### config.mk
export PLATFORM = sky130hd
export DESIGN_NAME = stmr_top
export DESIGN_NICKNAME = d
export VERILOG_FILES = /design/src/core/stmr_pkg.sv /design/src/core/stmr_top.sv
export VERILOG_INCLUDE_DIRS = /design/src /design/src/core
export SDC_FILE = /design/constraint.sdc
export NUM_CORES = 1
export LEC_CHECK = 0
export BUFFER_PORTS_ARGS = -buffer_cell sky130_fd_sc_hd__clkbuf_2
export CAP_MARGIN = 20
export CELL_PAD_IN_SITES_DETAIL_PLACEMENT = 2
export CELL_PAD_IN_SITES_GLOBAL_PLACEMENT = 2
export CORE_MARGIN = 5
export CORE_UTILIZATION = 38
export CTS_BUF_LIST = sky130_fd_sc_hd__clkbuf_16
export CTS_CLUSTER_DIAMETER = 40
export DETAILED_ROUTE_END_ITERATION = 7
export GPL_TIMING_DRIVEN = 1
export PLACE_DENSITY = 0.87
export SLEW_MARGIN = 20
export SYNTH_ARGS = -nofsm -noshare
export SYNTH_HDL_FRONTEND = slang
export SYNTH_SLANG_ARGS = --single-unit
### constraint.sdc
create_clock -name MCLK -period 8.6 [get_ports MCLK]
set_input_delay 2.15 -clock MCLK [delete_from_list [all_inputs] [get_ports MCLK]]
set_output_delay 2.15 -clock MCLK [all_outputs]
set_load 0.01 [all_outputs]
### src/core/stmr_defs.svh
// Register offsets, field positions and reset values of the standard timer
`ifndef STMR_DEFS_SVH
`define STMR_DEFS_SVH
`define STMR_OFF_CTRL_A 12'h000
`define STMR_OFF_CTRL_B 12'h004
`define STMR_OFF_CNT_LO 12'h008
`define STMR_OFF_CNT_HI 12'h00C
`define STMR_OFF_CMPA_LO 12'h010
`define STMR_OFF_CMPA_HI 12'h014
`define STMR_OFF_PERIOD 12'h018
`define STMR_OFF_STATUS 12'h01C
`define STMR_A_PAUSE 7
`define STMR_A_CKSEL_LSB 4
`define STMR_A_ON 3
`define STMR_B_MODE_LSB 6
`define STMR_B_PINF_LSB 4
`define STMR_B_OC 3
`define STMR_B_POL 2
`define STMR_B_DPX 1
`define STMR_B_CCLR 0
`define STMR_CTRL_A_RST 8'h00
`define STMR_CTRL_B_RST 8'h00
`define STMR_CMPA_RST 16'h0000
`define STMR_PERIOD_RST 8'h00
`define STMR_DIV_SYS4 4
`define STMR_DIV_H16 16
`define STMR_DIV_H64 64
`endif

### src/core/stmr_pkg.sv
// Types of the standard timer
`default_nettype none
package stmr_pkg;
   typedef enum logic [1:0] {
      STMR_MODE_CMP = 2'b00, STMR_MODE_UNDEF = 2'b01,
      STMR_MODE_PWM = 2'b10, STMR_MODE_TMR = 2'b11
   } stmr_mode_t;
   typedef enum logic [2:0] {
      STMR_CK_SYS4 = 3'b000, STMR_CK_SYS = 3'b001, STMR_CK_H16 = 3'b010,
      STMR_CK_H64 = 3'b011, STMR_CK_SUB0 = 3'b100, STMR_CK_SUB1 = 3'b101,
      STMR_CK_EXTR = 3'b110, STMR_CK_EXTF = 3'b111
   } stmr_cksel_t;
   // Gray-coded single-pulse sequence
   typedef enum logic [1:0] {
      STMR_SP_IDLE = 2'b00, STMR_SP_PULSE = 2'b01, STMR_SP_DONE = 2'b11
   } stmr_sp_t;
   typedef struct packed {
      logic [7:0] ctrl_a;
      logic [7:0] ctrl_b;
      logic [15:0] cmpa;
      logic [7:0] period;
      logic [15:0] cnt;
      logic [5:0] div;
      logic h_d;
      logic sub_d;
      logic ext_d;
      logic out_raw;
      stmr_sp_t sp;
      logic flag_a;
      logic flag_p;
      logic pready;
      logic [31:0] prdata;
      logic pslverr;
      logic pin;
   } stmr_state_t;
endpackage : stmr_pkg
`default_nettype wire

### src/core/stmr_top.sv
// Standard timer: 16-bit counter, two comparators, waveform output, APB slave
// Functional notes
// - 16-bit up-counter clocked from a chosen internal clock or external pin edge.
// - Period comparator matches upper counter byte; compare A matches all sixteen bits.
// - Software changes the counter only by a rising edge of timer_on.
// - Counter clears on overflow or selected match, raising a match flag.
// - Pause bit holds the counter; clearing it resumes from the held value.
// - Clock select: sys/4, sys, high/16, high/64, sub, sub, pin rise, pin fall.
// - Timer off holds counter; off-to-on clears counter before counting.
// - Off-to-on in output modes forces pin to level chosen by level control.
// - Mode field: compare output, undefined, PWM or single pulse, timer/counter.
// - Timer/counter mode: pin undefined, level control and invert ignored.
// - Compare mode on A match: no change, low, high or toggle.
// - PWM mode pin function: inactive, active, PWM wave, single pulse.
// - Compare match gives no visible change when requested level equals current.
// - Level control: initial level, PWM active level, or single-pulse start level.
// - Invert bit set inverts the output pin; clear passes it through.
// - Swap bit 0: period comparator sets period, A duty; 1 swaps.
// - Clear select 1 clears on A match, 0 on period match or overflow.
// - Clear select is ignored in PWM or single-pulse mode.
// - Low three bits of control register A read as zero.
// - Period value zero lets the counter overflow after 65536 clocks.
// - With compare A clearing, the period match flag is never raised.
//
// Decided for this implementation: the register addresses and register access over APB.
`include "stmr_defs.svh"
`default_nettype none
module stmr_top
   import stmr_pkg::*;
#(
   parameter int CNT_W = 16
) (
   // Clock and reset
   input wire logic MCLK,
   input wire logic RST,
   // APB slave
   input wire logic PSEL,
   input wire logic PENABLE,
   input wire logic PWRITE,
   input wire logic [11:0] PADDR,
   input wire logic [31:0] PWDATA,
   output logic [31:0] PRDATA,
   output logic PREADY,
   output logic PSLVERR,
   // Clock sources, synchronous to MCLK
   input wire logic HIGH_CLK,
   input wire logic SUB_CLK,
   input wire logic EXT_CLOCK_PIN,
   // Waveform output and match flags
   output logic WAVEFORM_OUT_PIN,
   output logic COMPARE_A_MATCH_FLAG,
   output logic PERIOD_MATCH_FLAG
);
   stmr_state_t r_ff, nxt_r;

   function automatic logic [31:0] rd_mux(input stmr_state_t s, input logic [11:0] a);
      case (a)
         `STMR_OFF_CTRL_A: rd_mux = {24'h000000, s.ctrl_a[7:3], 3'h0};
         `STMR_OFF_CTRL_B: rd_mux = {24'h000000, s.ctrl_b};
         `STMR_OFF_CNT_LO: rd_mux = {24'h000000, s.cnt[7:0]};
         `STMR_OFF_CNT_HI: rd_mux = {24'h000000, s.cnt[15:8]};
         `STMR_OFF_CMPA_LO: rd_mux = {24'h000000, s.cmpa[7:0]};
         `STMR_OFF_CMPA_HI: rd_mux = {24'h000000, s.cmpa[15:8]};
         `STMR_OFF_PERIOD: rd_mux = {24'h000000, s.period};
         `STMR_OFF_STATUS: rd_mux = {30'h00000000, s.flag_p, s.flag_a};
         default: rd_mux = 32'h00000000;
      endcase
   endfunction : rd_mux

   function automatic logic addr_ok(input logic [11:0] a);
      addr_ok = (a[11:5] == 7'h00) && (a[1:0] == 2'h0);
   endfunction : addr_ok

   logic acc, wr, on_rise, tick, match_a, match_p, ovf, clr, mode_pwm;
   logic clr_by_a, duty_on, dut_a, per_p;
   logic [1:0] pinf;
   logic [7:0] wb;

   always_comb begin
      nxt_r = r_ff;
      acc = PSEL && PENABLE && r_ff.pready;
      wr = acc && PWRITE;
      wb = PWDATA[7:0];
      nxt_r.pready = PSEL && !r_ff.pready;
      nxt_r.pslverr = 1'b0;
      if (PSEL && !r_ff.pready) begin
         nxt_r.prdata = rd_mux(r_ff, PADDR);
         nxt_r.pslverr = !addr_ok(PADDR);
      end
      if (wr) begin
         case (PADDR)
            `STMR_OFF_CTRL_A: nxt_r.ctrl_a = {wb[7:3], 3'h0};
            `STMR_OFF_CTRL_B: nxt_r.ctrl_b = wb;
            `STMR_OFF_CMPA_LO: nxt_r.cmpa[7:0] = wb;
            `STMR_OFF_CMPA_HI: nxt_r.cmpa[15:8] = wb;
            `STMR_OFF_PERIOD: nxt_r.period = wb;
            // Write one to clear match flags
            `STMR_OFF_STATUS: begin
               if (wb[0]) nxt_r.flag_a = 1'b0;
               if (wb[1]) nxt_r.flag_p = 1'b0;
            end
            default: ;
         endcase
      end
      on_rise = !r_ff.ctrl_a[`STMR_A_ON] && nxt_r.ctrl_a[`STMR_A_ON];
      nxt_r.h_d = HIGH_CLK;
      nxt_r.sub_d = SUB_CLK;
      nxt_r.ext_d = EXT_CLOCK_PIN;
      nxt_r.div = r_ff.div + 6'h01;
      case (stmr_cksel_t'(r_ff.ctrl_a[6:4]))
         STMR_CK_SYS4: tick = (r_ff.div[1:0] == 2'h3);
         STMR_CK_SYS: tick = 1'b1;
         STMR_CK_H16: tick = HIGH_CLK && !r_ff.h_d && (r_ff.div[3:0] == 4'hF);
         STMR_CK_H64: tick = HIGH_CLK && !r_ff.h_d && (r_ff.div == 6'h3F);
         STMR_CK_SUB0, STMR_CK_SUB1: tick = SUB_CLK && !r_ff.sub_d;
         STMR_CK_EXTR: tick = EXT_CLOCK_PIN && !r_ff.ext_d;
         STMR_CK_EXTF: tick = !EXT_CLOCK_PIN && r_ff.ext_d;
         default: tick = 1'b0;
      endcase
      // High clock divider only advances on high-clock edges
      if (r_ff.ctrl_a[6:4] == 3'b010 || r_ff.ctrl_a[6:4] == 3'b011)
         nxt_r.div = (HIGH_CLK && !r_ff.h_d) ? r_ff.div + 6'h01 : r_ff.div;
      // pause and off hold the count
      tick = tick && r_ff.ctrl_a[`STMR_A_ON] && !r_ff.ctrl_a[`STMR_A_PAUSE];
      mode_pwm = r_ff.ctrl_b[7:6] == STMR_MODE_PWM;
      pinf = r_ff.ctrl_b[5:4];
      match_a = tick && (r_ff.cnt + 16'h0001 == r_ff.cmpa) && (r_ff.cmpa != 16'h0000);
      match_p = tick && (r_ff.period != 8'h00) && (r_ff.cnt[7:0] == 8'hFF)
         && (r_ff.cnt[15:8] + 8'h01 == r_ff.period);
      // zero period runs to full overflow
      ovf = tick && (r_ff.cnt == 16'hFFFF);
      // in PWM the swap bit picks which comparator clears
      if (mode_pwm) clr_by_a = r_ff.ctrl_b[`STMR_B_DPX];
      else clr_by_a = r_ff.ctrl_b[`STMR_B_CCLR];
      clr = clr_by_a ? match_a : (match_p || (ovf && r_ff.period == 8'h00));
      if (tick) nxt_r.cnt = clr ? 16'h0000 : r_ff.cnt + 16'h0001;
      // period flag suppressed under A clearing
      if (match_a) nxt_r.flag_a = 1'b1;
      if (match_p && !clr_by_a) nxt_r.flag_p = 1'b1;
      if (ovf && r_ff.period == 8'h00 && !clr_by_a) nxt_r.flag_p = 1'b1;
      // Duty compare on the reload-following count
      dut_a = !r_ff.ctrl_b[`STMR_B_DPX];
      per_p = (r_ff.period == 8'h00) ? 1'b1 : (r_ff.cnt[15:8] < r_ff.period);
      duty_on = dut_a ? (r_ff.cnt < r_ff.cmpa || !per_p)
         : ((r_ff.period == 8'h00) || (r_ff.cnt[15:8] < r_ff.period));
      if (r_ff.ctrl_b[7:6] == STMR_MODE_CMP && match_a) begin
         case (pinf)
            2'b01: nxt_r.out_raw = 1'b0;
            2'b10: nxt_r.out_raw = 1'b1;
            2'b11: nxt_r.out_raw = !r_ff.out_raw;
            default: ;
         endcase
      end
      if (mode_pwm) begin
         case (pinf)
            2'b00: nxt_r.out_raw = !r_ff.ctrl_b[`STMR_B_OC];
            2'b01: nxt_r.out_raw = r_ff.ctrl_b[`STMR_B_OC];
            2'b10: nxt_r.out_raw = (duty_on && r_ff.ctrl_a[`STMR_A_ON])
               ? r_ff.ctrl_b[`STMR_B_OC] : !r_ff.ctrl_b[`STMR_B_OC];
            default: begin
               case (r_ff.sp)
                  STMR_SP_PULSE: if (match_a || clr) begin
                     nxt_r.sp = STMR_SP_DONE;
                     nxt_r.out_raw = !r_ff.ctrl_b[`STMR_B_OC];
                  end
                  STMR_SP_IDLE, STMR_SP_DONE: ;
                  default: nxt_r.sp = STMR_SP_IDLE;
               endcase
            end
         endcase
      end
      if (on_rise) begin
         nxt_r.cnt = 16'h0000;
         if (nxt_r.ctrl_b[7:6] != STMR_MODE_TMR) nxt_r.out_raw = nxt_r.ctrl_b[`STMR_B_OC];
         nxt_r.sp = STMR_SP_PULSE;
      end
      if (nxt_r.ctrl_b[7:6] == STMR_MODE_TMR) nxt_r.pin = 1'b0;
      else nxt_r.pin = nxt_r.out_raw ^ nxt_r.ctrl_b[`STMR_B_POL];
   end

   always_ff @(posedge MCLK or posedge RST) begin
      if (RST) begin
         r_ff <= '0;
      end else begin
         r_ff <= nxt_r;
      end
   end

   assign PRDATA = r_ff.prdata;
   assign PREADY = r_ff.pready;
   assign PSLVERR = r_ff.pslverr;
   assign WAVEFORM_OUT_PIN = r_ff.pin;
   assign COMPARE_A_MATCH_FLAG = r_ff.flag_a;
   assign PERIOD_MATCH_FLAG = r_ff.flag_p;
endmodule : stmr_top
`default_nettype wire

==> results.sh, run 1 <==
export IMPL_status="finished, final reports clean"
export IMPL_required_ns=8.85
export IMPL_grt_usage_pct=26.20
export IMPL_synth_edf_count=0
export IMPL_crit_type="input port to flop"
export IMPL_min_period_ns=4.940
export IMPL_antenna_left=0
export IMPL_ys_seq_area_share_pct=35.21
export IMPL_gp_congestion=0.8923
export IMPL_drt_wl_total_mm=21.56
export IMPL_grt_max_degree=79
export IMPL_p_leak_nw=2.752
export IMPL_initial_core_util_pct=38.44
export IMPL_fin_nets=716
export IMPL_fillerInstances=1565
export IMPL_tightest_slew_ns=0.8810
export IMPL_viasPerCell=6.039
export IMPL_port_buffers=40
export IMPL_tritoncts="yes"
export IMPL_cts_reportedPaths_clkPinSlew_ns=0.07
export IMPL_max_freq_mhz=202.4
export IMPL_powerDensity_nw_per_um2=138.5
export IMPL_placementRows=44
export IMPL_core_area_sq_um=14420
export IMPL_startpoint="HIGH_CLK"
export IMPL_timing_max_cap_violations=0
export IMPL_hold_class="flop to flop"
export IMPL_syn_avg_cell_area_sq_um=8.913
export IMPL_crit_path_end="r_ff[61]"
export IMPL_drtIter0Drc=438
export IMPL_setup_viol=0
export IMPL_regArea_sq_um=1952
export IMPL_post_cts_buffers=0
export IMPL_synthToLayoutAreaGrowth_pct=8.395
export IMPL_ff2ff_path_depth=9
export IMPL_finalClockSkew_ns=0.009490
export IMPL_clk_path_buf_depth=2
export IMPL_totalPowerFinal_uw=832.5
export IMPL_grt_overflow=0
export IMPL_fin_setup_tns_ns=0
export IMPL_multiInputGateArea_sq_um=3166
export IMPL_reg2reg_setup_slack_ns=4.62
export IMPL_fp_dieArea_sq_um=17100
export IMPL_min_period_over_period_pct=57.45
export IMPL_critPathLaunchType="input port"
export IMPL_clk_latency_ns=0.36
export IMPL_slew_headroom_pct=40.95
export IMPL_numCtsBuffers=9
export IMPL_grt_pass1_wl_mm=33.20
export IMPL_wl_per_cell_microns=26.13
export IMPL_drtPass1Iterations=7
export IMPL_die_h_microns=130.8
export IMPL_crit_path_end_kind="flop"
export IMPL_arrival_ns=5.19
export IMPL_post_cts_resized=0
export IMPL_synthArstFlopShare_pct=100.0
export IMPL_worstReg2RegStart="r_ff[49]"
export IMPL_cp_slowest_cell="o211ai_4"
export IMPL_yosysWarningCount=0
export IMPL_synth_area_sq_um=5544
export IMPL_rsz0062_at_grt="false"
export IMPL_path_cells="clkbuf_2 > nand4bb_1 > a2111oi_0 > or3_1 > o2111ai_1 > or4_4 > o211ai_4 > o21ai_0 > a21o_1"
export IMPL_path_max_fanout=28
export IMPL_r2r_end="r_ff[61]"
export IMPL_cts_hold_buf=0
export IMPL_vias=4982
export IMPL_dieWidth_microns=130.8
export IMPL_vdd_drop_max_v=0.0001319
export IMPL_ios=89
export IMPL_cts_sinks=78
export IMPL_antenna_found_initial=0
export IMPL_critPathMaxStageDelay_ns=0.65
export IMPL_clock_root_buffer="clkbuf_16"
export IMPL_drive_above_1_share_pct=15.13
export IMPL_hold_violations=0
export IMPL_worstHoldStart="r_ff[48]"
export IMPL_synthCells=622
export IMPL_dp_hpwl_mm=15.01
export IMPL_finalMaxSlewViolations=0
export IMPL_ys_seq_elements=78
export IMPL_n_antenna_cell=0
export IMPL_drc=0
export IMPL_synth_cell_types=66
export IMPL_htree_levels=3
export IMPL_first_global_vias=5617
export IMPL_synth_ff_type="dfrtp_1"
## cell families (layout without fill, tap and decap cells)
kind of cell    after synthesis  in the layout  synth area share, %
simple gates                210            210                19.54
compound gates              136            136                16.43
buf+inv                     101             97                9.479
flops                        78             78                35.21
xor+xnor                     38             38                6.003
mux                          30             30                6.951
fa+ha+maj                    28             28                6.319
other cells                   1             24              0.06764
## registers in the layout (all words and copies together), names as in the netlist
register	count
PERIOD_MATCH_FLAG	1
WAVEFORM_OUT_PIN	1
r_ff	63
pinf	2
PRDATA	8
COMPARE_A_MATCH_FLAG	1
PREADY	1
PSLVERR	1
## worst min path at each step
| stage | end | cells after the start | slack (ns) |
|---|---|---|---|
| 2_1_floorplan | r_ff[48] | 1 | 0.45 |
| 3_3_place_gp | r_ff[48] | 1 | 0.46 |
| 3_5_place_dp | r_ff[48] | 1 | 0.48 |
| 4_1_cts | r_ff[48] | 1 | 0.49 |
| 5_1_grt | r_ff[47] | 1 | 0.51 |
| 6_report | r_ff[48] | 1 | 0.48 |
## layout make-up
class / count / area share [%]
multi-input cells: 466 / 52.68
flip-flops and latches: 78 / 32.48
inverters: 36 / 2.269
repair buffers: 45 / 3.977
clock inverters: 7 / 1.020
well taps: 184 / 3.831
clock buffers: 9 / 3.748
## Yosys cell counts (5+ instances only)
master    number  share of area [%]
a22oi_1        5               0.68
nor3_1        21                1.9
a21oi_1       13                1.2
buf_4         36                4.9
clkbuf_1      22                1.5
mux4_2         5                2.0
a21o_1        17                2.3
mux2i_1        7                1.3
dfrtp_1       78                 35
xor2_1        14                2.2
ha_1          28                6.3
or3_1          5               0.56
inv_1         36                2.4
nand2_1       63                4.3
o22ai_1        6               0.68
mux2_2        18                3.7
nand2b_1      10                1.1
xnor2_1       24                3.8
nand3_1       19                1.7
nor4_1        18                2.0
nor2_1        30                2.0
and3_1         6               0.68
o21ai_0       49                4.4
nand4_1        8               0.90
## through the flow
step                      std cells  hold slack [ns]  worst slack (ns)  util, %  area (sq um)
after floorplan                 645           0.4457             4.091        -          5630
after global placement          808           0.4641             3.492    39.57          5708
after detailed placement        808           0.4755             3.297    39.57          5708
after CTS                       824           0.4850             3.641    41.56          5995
after global routing            825           0.5136             3.498    41.66          6010
final                           825           0.4796             3.660    41.66          6010
## report_power, final
group	internal (mW)	switching, mW	leakage, nW
clock	0.202	0.183	0.135
combinational	0.0193	0.0382	1.74
sequential	0.379	0.0114	0.874
total	0.600	0.233	2.75
## cells in the final DEF, fill, tap and decap left out, drive strengths merged, types with 7 or more instances in the layout
cell	count
nand2	63
mux2	18
mux2i	7
nor4	18
xnor2	24
inv	40
ha	28
a21oi	13
nand4	9
nor2	30
conb	24
nand3	19
nand2b	10
clkbuf	50
o21ai	51
xor2	14
nor3	23
a21o	17
dfrtp	78
## critical path: cells and delay by family
family / cells / cell delay (ns)
simple gates: 3 / 1.12
compound gates: 5 / 1.78
buf+inv: 1 / 0.11
## metal layers
metal  routed length (microns)  vias to the layer above  track usage [%]
met3                      1084                       58            5.691
met1                      8837                     2577            32.14
li1                          -                     2196                -
met2                     10770                      151            44.07
met4                       870                        0            11.98
met5                         0                        -                0
(Power assumes the default switching activity.)
==> run 2, diff against run 1 <==
- CORE_UTILIZATION: 38 -> 32
- PLACE_DENSITY: 0.87 -> 0.78
- clock period: 8.6 -> 4.09 ns (I/O delays scaled with it)
==> results.sh, run 2 (synthesis gave the netlist of run 1 again) <==
export IMPL_status="finished, final reports clean"
export IMPL_numCtsBuffers=9
export IMPL_grt_max_degree=40
export IMPL_core_area_sq_um=17180
export IMPL_top_register="r_ff"
export IMPL_worst_slack_ns=0.4181
export IMPL_crit_path_end_kind="flop"
export IMPL_arrival_ns=3.90
export IMPL_hold_class="flop to flop"
export IMPL_timing_max_cap_violations=0
export IMPL_placementRows=48
export IMPL_finalMaxSlewViolations=0
export IMPL_fp_dieArea_sq_um=20060
export IMPL_antenna_left=0
export IMPL_path_max_fanout=28
export IMPL_drtPass1Iterations=5
export IMPL_gp_congestion=0.8575
export IMPL_first_global_vias=5477
export IMPL_hold_violations=0
export IMPL_p_leak_nw=2.827
export IMPL_critPathMaxStageDelay_ns=0.59
export IMPL_largest_reg_flops=63
export IMPL_dieWidth_microns=141.6
export IMPL_powerDensity_nw_per_um2=306.5
export IMPL_clk_latency_ns=0.35
export IMPL_n_antenna_cell=0
export IMPL_slew_headroom_pct=52.26
export IMPL_pre_cts_slack_ns=0.4079
export IMPL_cts_reportedPaths_clkPinSlew_ns=0.06
export IMPL_grt_overflow=0
export IMPL_wl_per_cell_microns=23.24
export IMPL_dp_hpwl_mm=15.49
export IMPL_antenna_found_initial=0
export IMPL_fin_setup_tns_ns=0
export IMPL_grt_usage_pct=20.64
export IMPL_final_common_cell="dfrtp_1"
export IMPL_critPathTopFamily="simple AND/OR/NAND/NOR gates"
export IMPL_rsz0062_at_grt="false"
export IMPL_path_buf_inv=1
export IMPL_drt_wl_total_mm=20.31
export IMPL_ios=89
export IMPL_viasPerCell=5.637
export IMPL_critPathLaunchType="flop"
export IMPL_clk_path_buf_depth=2
export IMPL_vias=4927
export IMPL_tightest_slew_ns=0.7152
export IMPL_cp_slowest_cell="or4_4"
export IMPL_cts_sinks=78
export IMPL_whs_ns=0.4964
export IMPL_final_cell_mix="dfrtp_1 (78), nand2_1 (63), o21ai_0 (49), clkbuf_2 (40), inv_1 (37)"
export IMPL_initial_core_util_pct=32.28
export IMPL_grt_pass1_wl_mm=31.79
export IMPL_path_cells="ha_1 > and3_1 > a311o_1 > o2111ai_1 > or4_1 > or4_4 > o211ai_4 > buf_4 > nor2_1 > a211o_1"
export IMPL_drive_above_1_share_pct=15.72
export IMPL_synthToLayoutAreaGrowth_pct=11.24
export IMPL_post_cts_buffers=0
export IMPL_clock_root_buffer="clkbuf_16"
export IMPL_finalClockSkew_ns=0.009558
export IMPL_max_freq_mhz=272.3
export IMPL_required_ns=4.32
export IMPL_post_cts_resized=0
export IMPL_drc=0
export IMPL_tritoncts="yes"
export IMPL_cts_hold_buf=0
export IMPL_drtIter0Drc=348
export IMPL_min_period_over_period_pct=89.78
export IMPL_htree_levels=3
export IMPL_vdd_drop_max_v=0.0001946
export IMPL_fin_nets=724
export IMPL_port_buffers=40
export IMPL_setup_viol=0
export IMPL_die_h_microns=141.6
export IMPL_min_period_ns=3.672
export IMPL_crit_type="flop to flop"
-- run 2: final cells by class --
cell class	instances	area, sq um
timing repair buffer	53	297.8
sequential	78	1952
clock buffer	9	225.2
multi-input combinational	466	3159
clock inverter	7	115.1
fill	1943	11010
tap	225	281.5
inverter	36	136.4
-- run 2: final timing paths --
kind | cells past startpoint | slack (ns) | from | to
worst min register to register | 2 | 0.50 | PRDATA[5] | PRDATA[5]
max in group asynchronous | 3 | 2.55 | RST | r_ff[66]
worst min-delay path | 2 | 0.50 | PRDATA[5] | PRDATA[5]
min in group asynchronous | 2 | 0.75 | RST | r_ff[102]
worst max-delay path | 10 | 0.42 | r_ff[49] | r_ff[62]
worst max register to register | 10 | 0.42 | r_ff[49] | r_ff[62]
-- run 2: metal layers --
metal / wire (microns) / track usage [%] / up-vias
li1: - / - / 2218
met1: 8525 / 25.60 / 2526
met2: 10380 / 36.12 / 141
met3: 819 / 3.404 / 42
met4: 581 / 7.424 / 0
met5: 0 / 0 / -
-- run 2: report_power, final --
part	internal, mW	switching, mW	leakage, nW
sequential	0.796	0.0232	0.874
clock	0.595	0.353	0.172
combinational	0.0410	0.0815	1.78
total	1.43	0.458	2.83
-- run 2: metrics by stage --
| stage | total power, mW | utilization, % | instance area [sq um] | std cells |
|---|---|---|---|---|
| floorplan | 0.9189 | - | 5630 | 645 |
| global placement | 0.9463 | 33.92 | 5827 | 858 |
| detailed placement | 0.9564 | 33.92 | 5827 | 858 |
| CTS | 1.912 | 35.90 | 6167 | 874 |
| global route | 1.961 | 35.90 | 6167 | 874 |
| finish | 1.890 | 35.90 | 6167 | 874 |
-- run 2: worst register-to-register path, stage by stage (launching register included) --
cell       delay (ns)
dfrtp_1          0.49
ha_1             0.33
and3_1           0.38
a311o_1          0.21
o2111ai_1        0.14
or4_1            0.58
or4_4            0.59
o211ai_4         0.17
buf_4            0.31
nor2_1           0.09
a211o_1          0.27
==> run 3, diff against run 2 <==
- CORE_UTILIZATION: 32 -> 35
- PLACE_DENSITY: 0.78 -> 0.81
- clock period: 4.09 -> 3.4 ns (I/O delays scaled with it)
==> results.sh, run 3 (synthesis gave the netlist of run 1 again) <==
export IMPL_largest_reg_flops=63
export IMPL_antenna_found_initial=0
export IMPL_final_cell_mix="dfrtp_1 (76), nand2_1 (63), o21ai_0 (49), clkbuf_2 (40), buf_4 (40)"
export IMPL_finalMaxSlewViolations=0
export IMPL_slew_headroom_pct=49.24
export IMPL_min_period_over_period_pct=96.56
export IMPL_p_leak_nw=2.981
export IMPL_hold_class="flop to flop"
export IMPL_fp_dieArea_sq_um=18460
export IMPL_numCtsBuffers=9
export IMPL_dieWidth_microns=135.9
export IMPL_finalClockSkew_ns=0.007616
export IMPL_clock_root_buffer="clkbuf_16"
export IMPL_pwr_share_clk_pct=50.1
export IMPL_whs_ns=0.4736
export IMPL_hold_violations=0
export IMPL_placementRows=46
export IMPL_fin_cells=895
export IMPL_drive_above_1_share_pct=21.06
export IMPL_arrival_ns=3.53
export IMPL_grt_usage_pct=24.04
export IMPL_switchingPower_uw=559.1
export IMPL_ios=89
export IMPL_antenna_left=0
export IMPL_worst_slack_ns=0.1168
export IMPL_tightest_slew_ns=0.7605
export IMPL_min_period_ns=3.283
export IMPL_initial_core_util_pct=35.28
export IMPL_port_buffers=40
export IMPL_setup_viol=0
export IMPL_fillerInstances=1749
export IMPL_totalPowerFinal_mw=2.285
export IMPL_combinationalPowerShare_pct=6.9
export IMPL_vias=5157
export IMPL_viasPerCell=5.762
export IMPL_core_area_sq_um=15710
export IMPL_intPower_mw=1.726
export IMPL_tritoncts="yes"
export IMPL_gp_congestion=0.8792
export IMPL_path_max_fanout=7
export IMPL_max_freq_mhz=304.6
export IMPL_clk_path_buf_depth=2
export IMPL_wl_per_cell_microns=24.54
export IMPL_die_h_microns=135.9
export IMPL_powerDensity_nw_per_um2=352.6
export IMPL_dp_hpwl_mm=16.29
export IMPL_drtIter0Drc=263
export IMPL_drc=0
export IMPL_htree_levels=3
export IMPL_required_ns=3.65
export IMPL_regArea_sq_um=1954
export IMPL_cts_sinks=78
export IMPL_final_common_cell="dfrtp_1"
export IMPL_vdd_drop_max_v=0.0002292
export IMPL_clk_latency_ns=0.36
export IMPL_first_global_vias=5741
export IMPL_place_inst=877
export IMPL_n_antenna_cell=0
export IMPL_timing_max_cap_violations=0
export IMPL_grt_overflow=0
export IMPL_grt_pass1_wl_mm=33.15
export IMPL_crit_path_end_kind="flop"
export IMPL_cts_hold_buf=0
export IMPL_cts_reportedPaths_clkPinSlew_ns=0.07
export IMPL_status="finished, final reports clean"
export IMPL_pre_cts_slack_ns=-0.09726
export IMPL_seqPwrFrac_pct=43.1
export IMPL_synthToLayoutAreaGrowth_pct=16.86
export IMPL_drt_wl_total_mm=21.96
export IMPL_crit_type="flop to flop"
export IMPL_drtPass1Iterations=5
export IMPL_critPathLaunchType="flop"
export IMPL_grt_max_degree=42
export IMPL_multiInputGateArea_sq_um=3191
export IMPL_fin_nets=755
export IMPL_top_register="r_ff"
export IMPL_p_sw_share_pct=24.47
[run 3: cell types whose count changed in the layout (fill, tap and decap cells not counted), moves of 2 or more]
cell,delta
buf_12,+2
buf_4,+27
clkbuf_16,+2
dfrtp_1,-2
dfrtp_2,+2
inv_1,-2
nor2_1,-2
nor2_2,+2
[run 3: worst max-delay path, cell delays in order (launching register included)]
cell	delay, ns
dfrtp_2	0.42
ha_1	0.33
xor2_1	0.15
nor2_1	0.17
o2111ai_2	0.15
or4_4	0.54
or4_4	0.58
o211ai_4	0.34
clkbuf_16	0.22
o21ai_0	0.08
a21o_1	0.19
[run 3: layer usage]
metal	share of wire [%]	vias up	track usage, %
met1	39	2638	27.60
met3	6.0	68	6.477
met4	4.0	0	10.75
li1	-	2273	-
met2	51	178	41.90
met5	0	-	0
[run 3: final cells by class]
cell class	count	area share, %
Sequential cell	78	30.17
Timing Repair Buffer	84	9.115
Clock buffer	9	3.476
Tap cell	216	4.171
Multi-Input combinational cell	466	49.25
Clock inverter	6	1.719
Inverter	36	2.105
[run 3: what timing repair did]
item	4_1_cts	5_1_grt
setup endpoints to repair	2	13
cloned	0	2
setup buffers	0	1
pin swaps	0	4
resized for setup	1	10
[run 3: path summary, 6_finish.rpt]
path,start,end,slack [ns],cells past startpoint
hold reg to reg,r_ff[48],r_ff[48],0.47,1
max in group asynchronous,RST,r_ff[51],2.11,3
min in group asynchronous,RST,r_ff[41],0.59,2
setup reg to reg,r_ff[49],r_ff[64],0.12,10
hold / removal,r_ff[48],r_ff[48],0.47,1
setup / recovery,r_ff[49],r_ff[64],0.12,10
[run 3: power by group through the flow]
stage	Combinational, mW	Sequential, mW	Clock, mW
final	0.157	0.984	1.14
after global routing	0.169	0.988	1.20
after CTS	0.155	0.984	1.16
after detailed placement	0.153	1.00	0
after global placement	0.145	0.999	0
after floorplan	0.109	0.996	0
[run 3: per-stage QoR]
| stage | utilization, % | instance area (sq um) | TNS, ns |
|---|---|---|---|
| after global placement | 38.51 | 6051 | 0 |
| final | 41.23 | 6479 | 0 |
| after CTS | 40.66 | 6389 | 0 |
| after detailed placement | 38.51 | 6051 | -0.3395 |
| after floorplan | - | 5630 | 0 |
| after global routing | 41.23 | 6479 | -0.02214 |
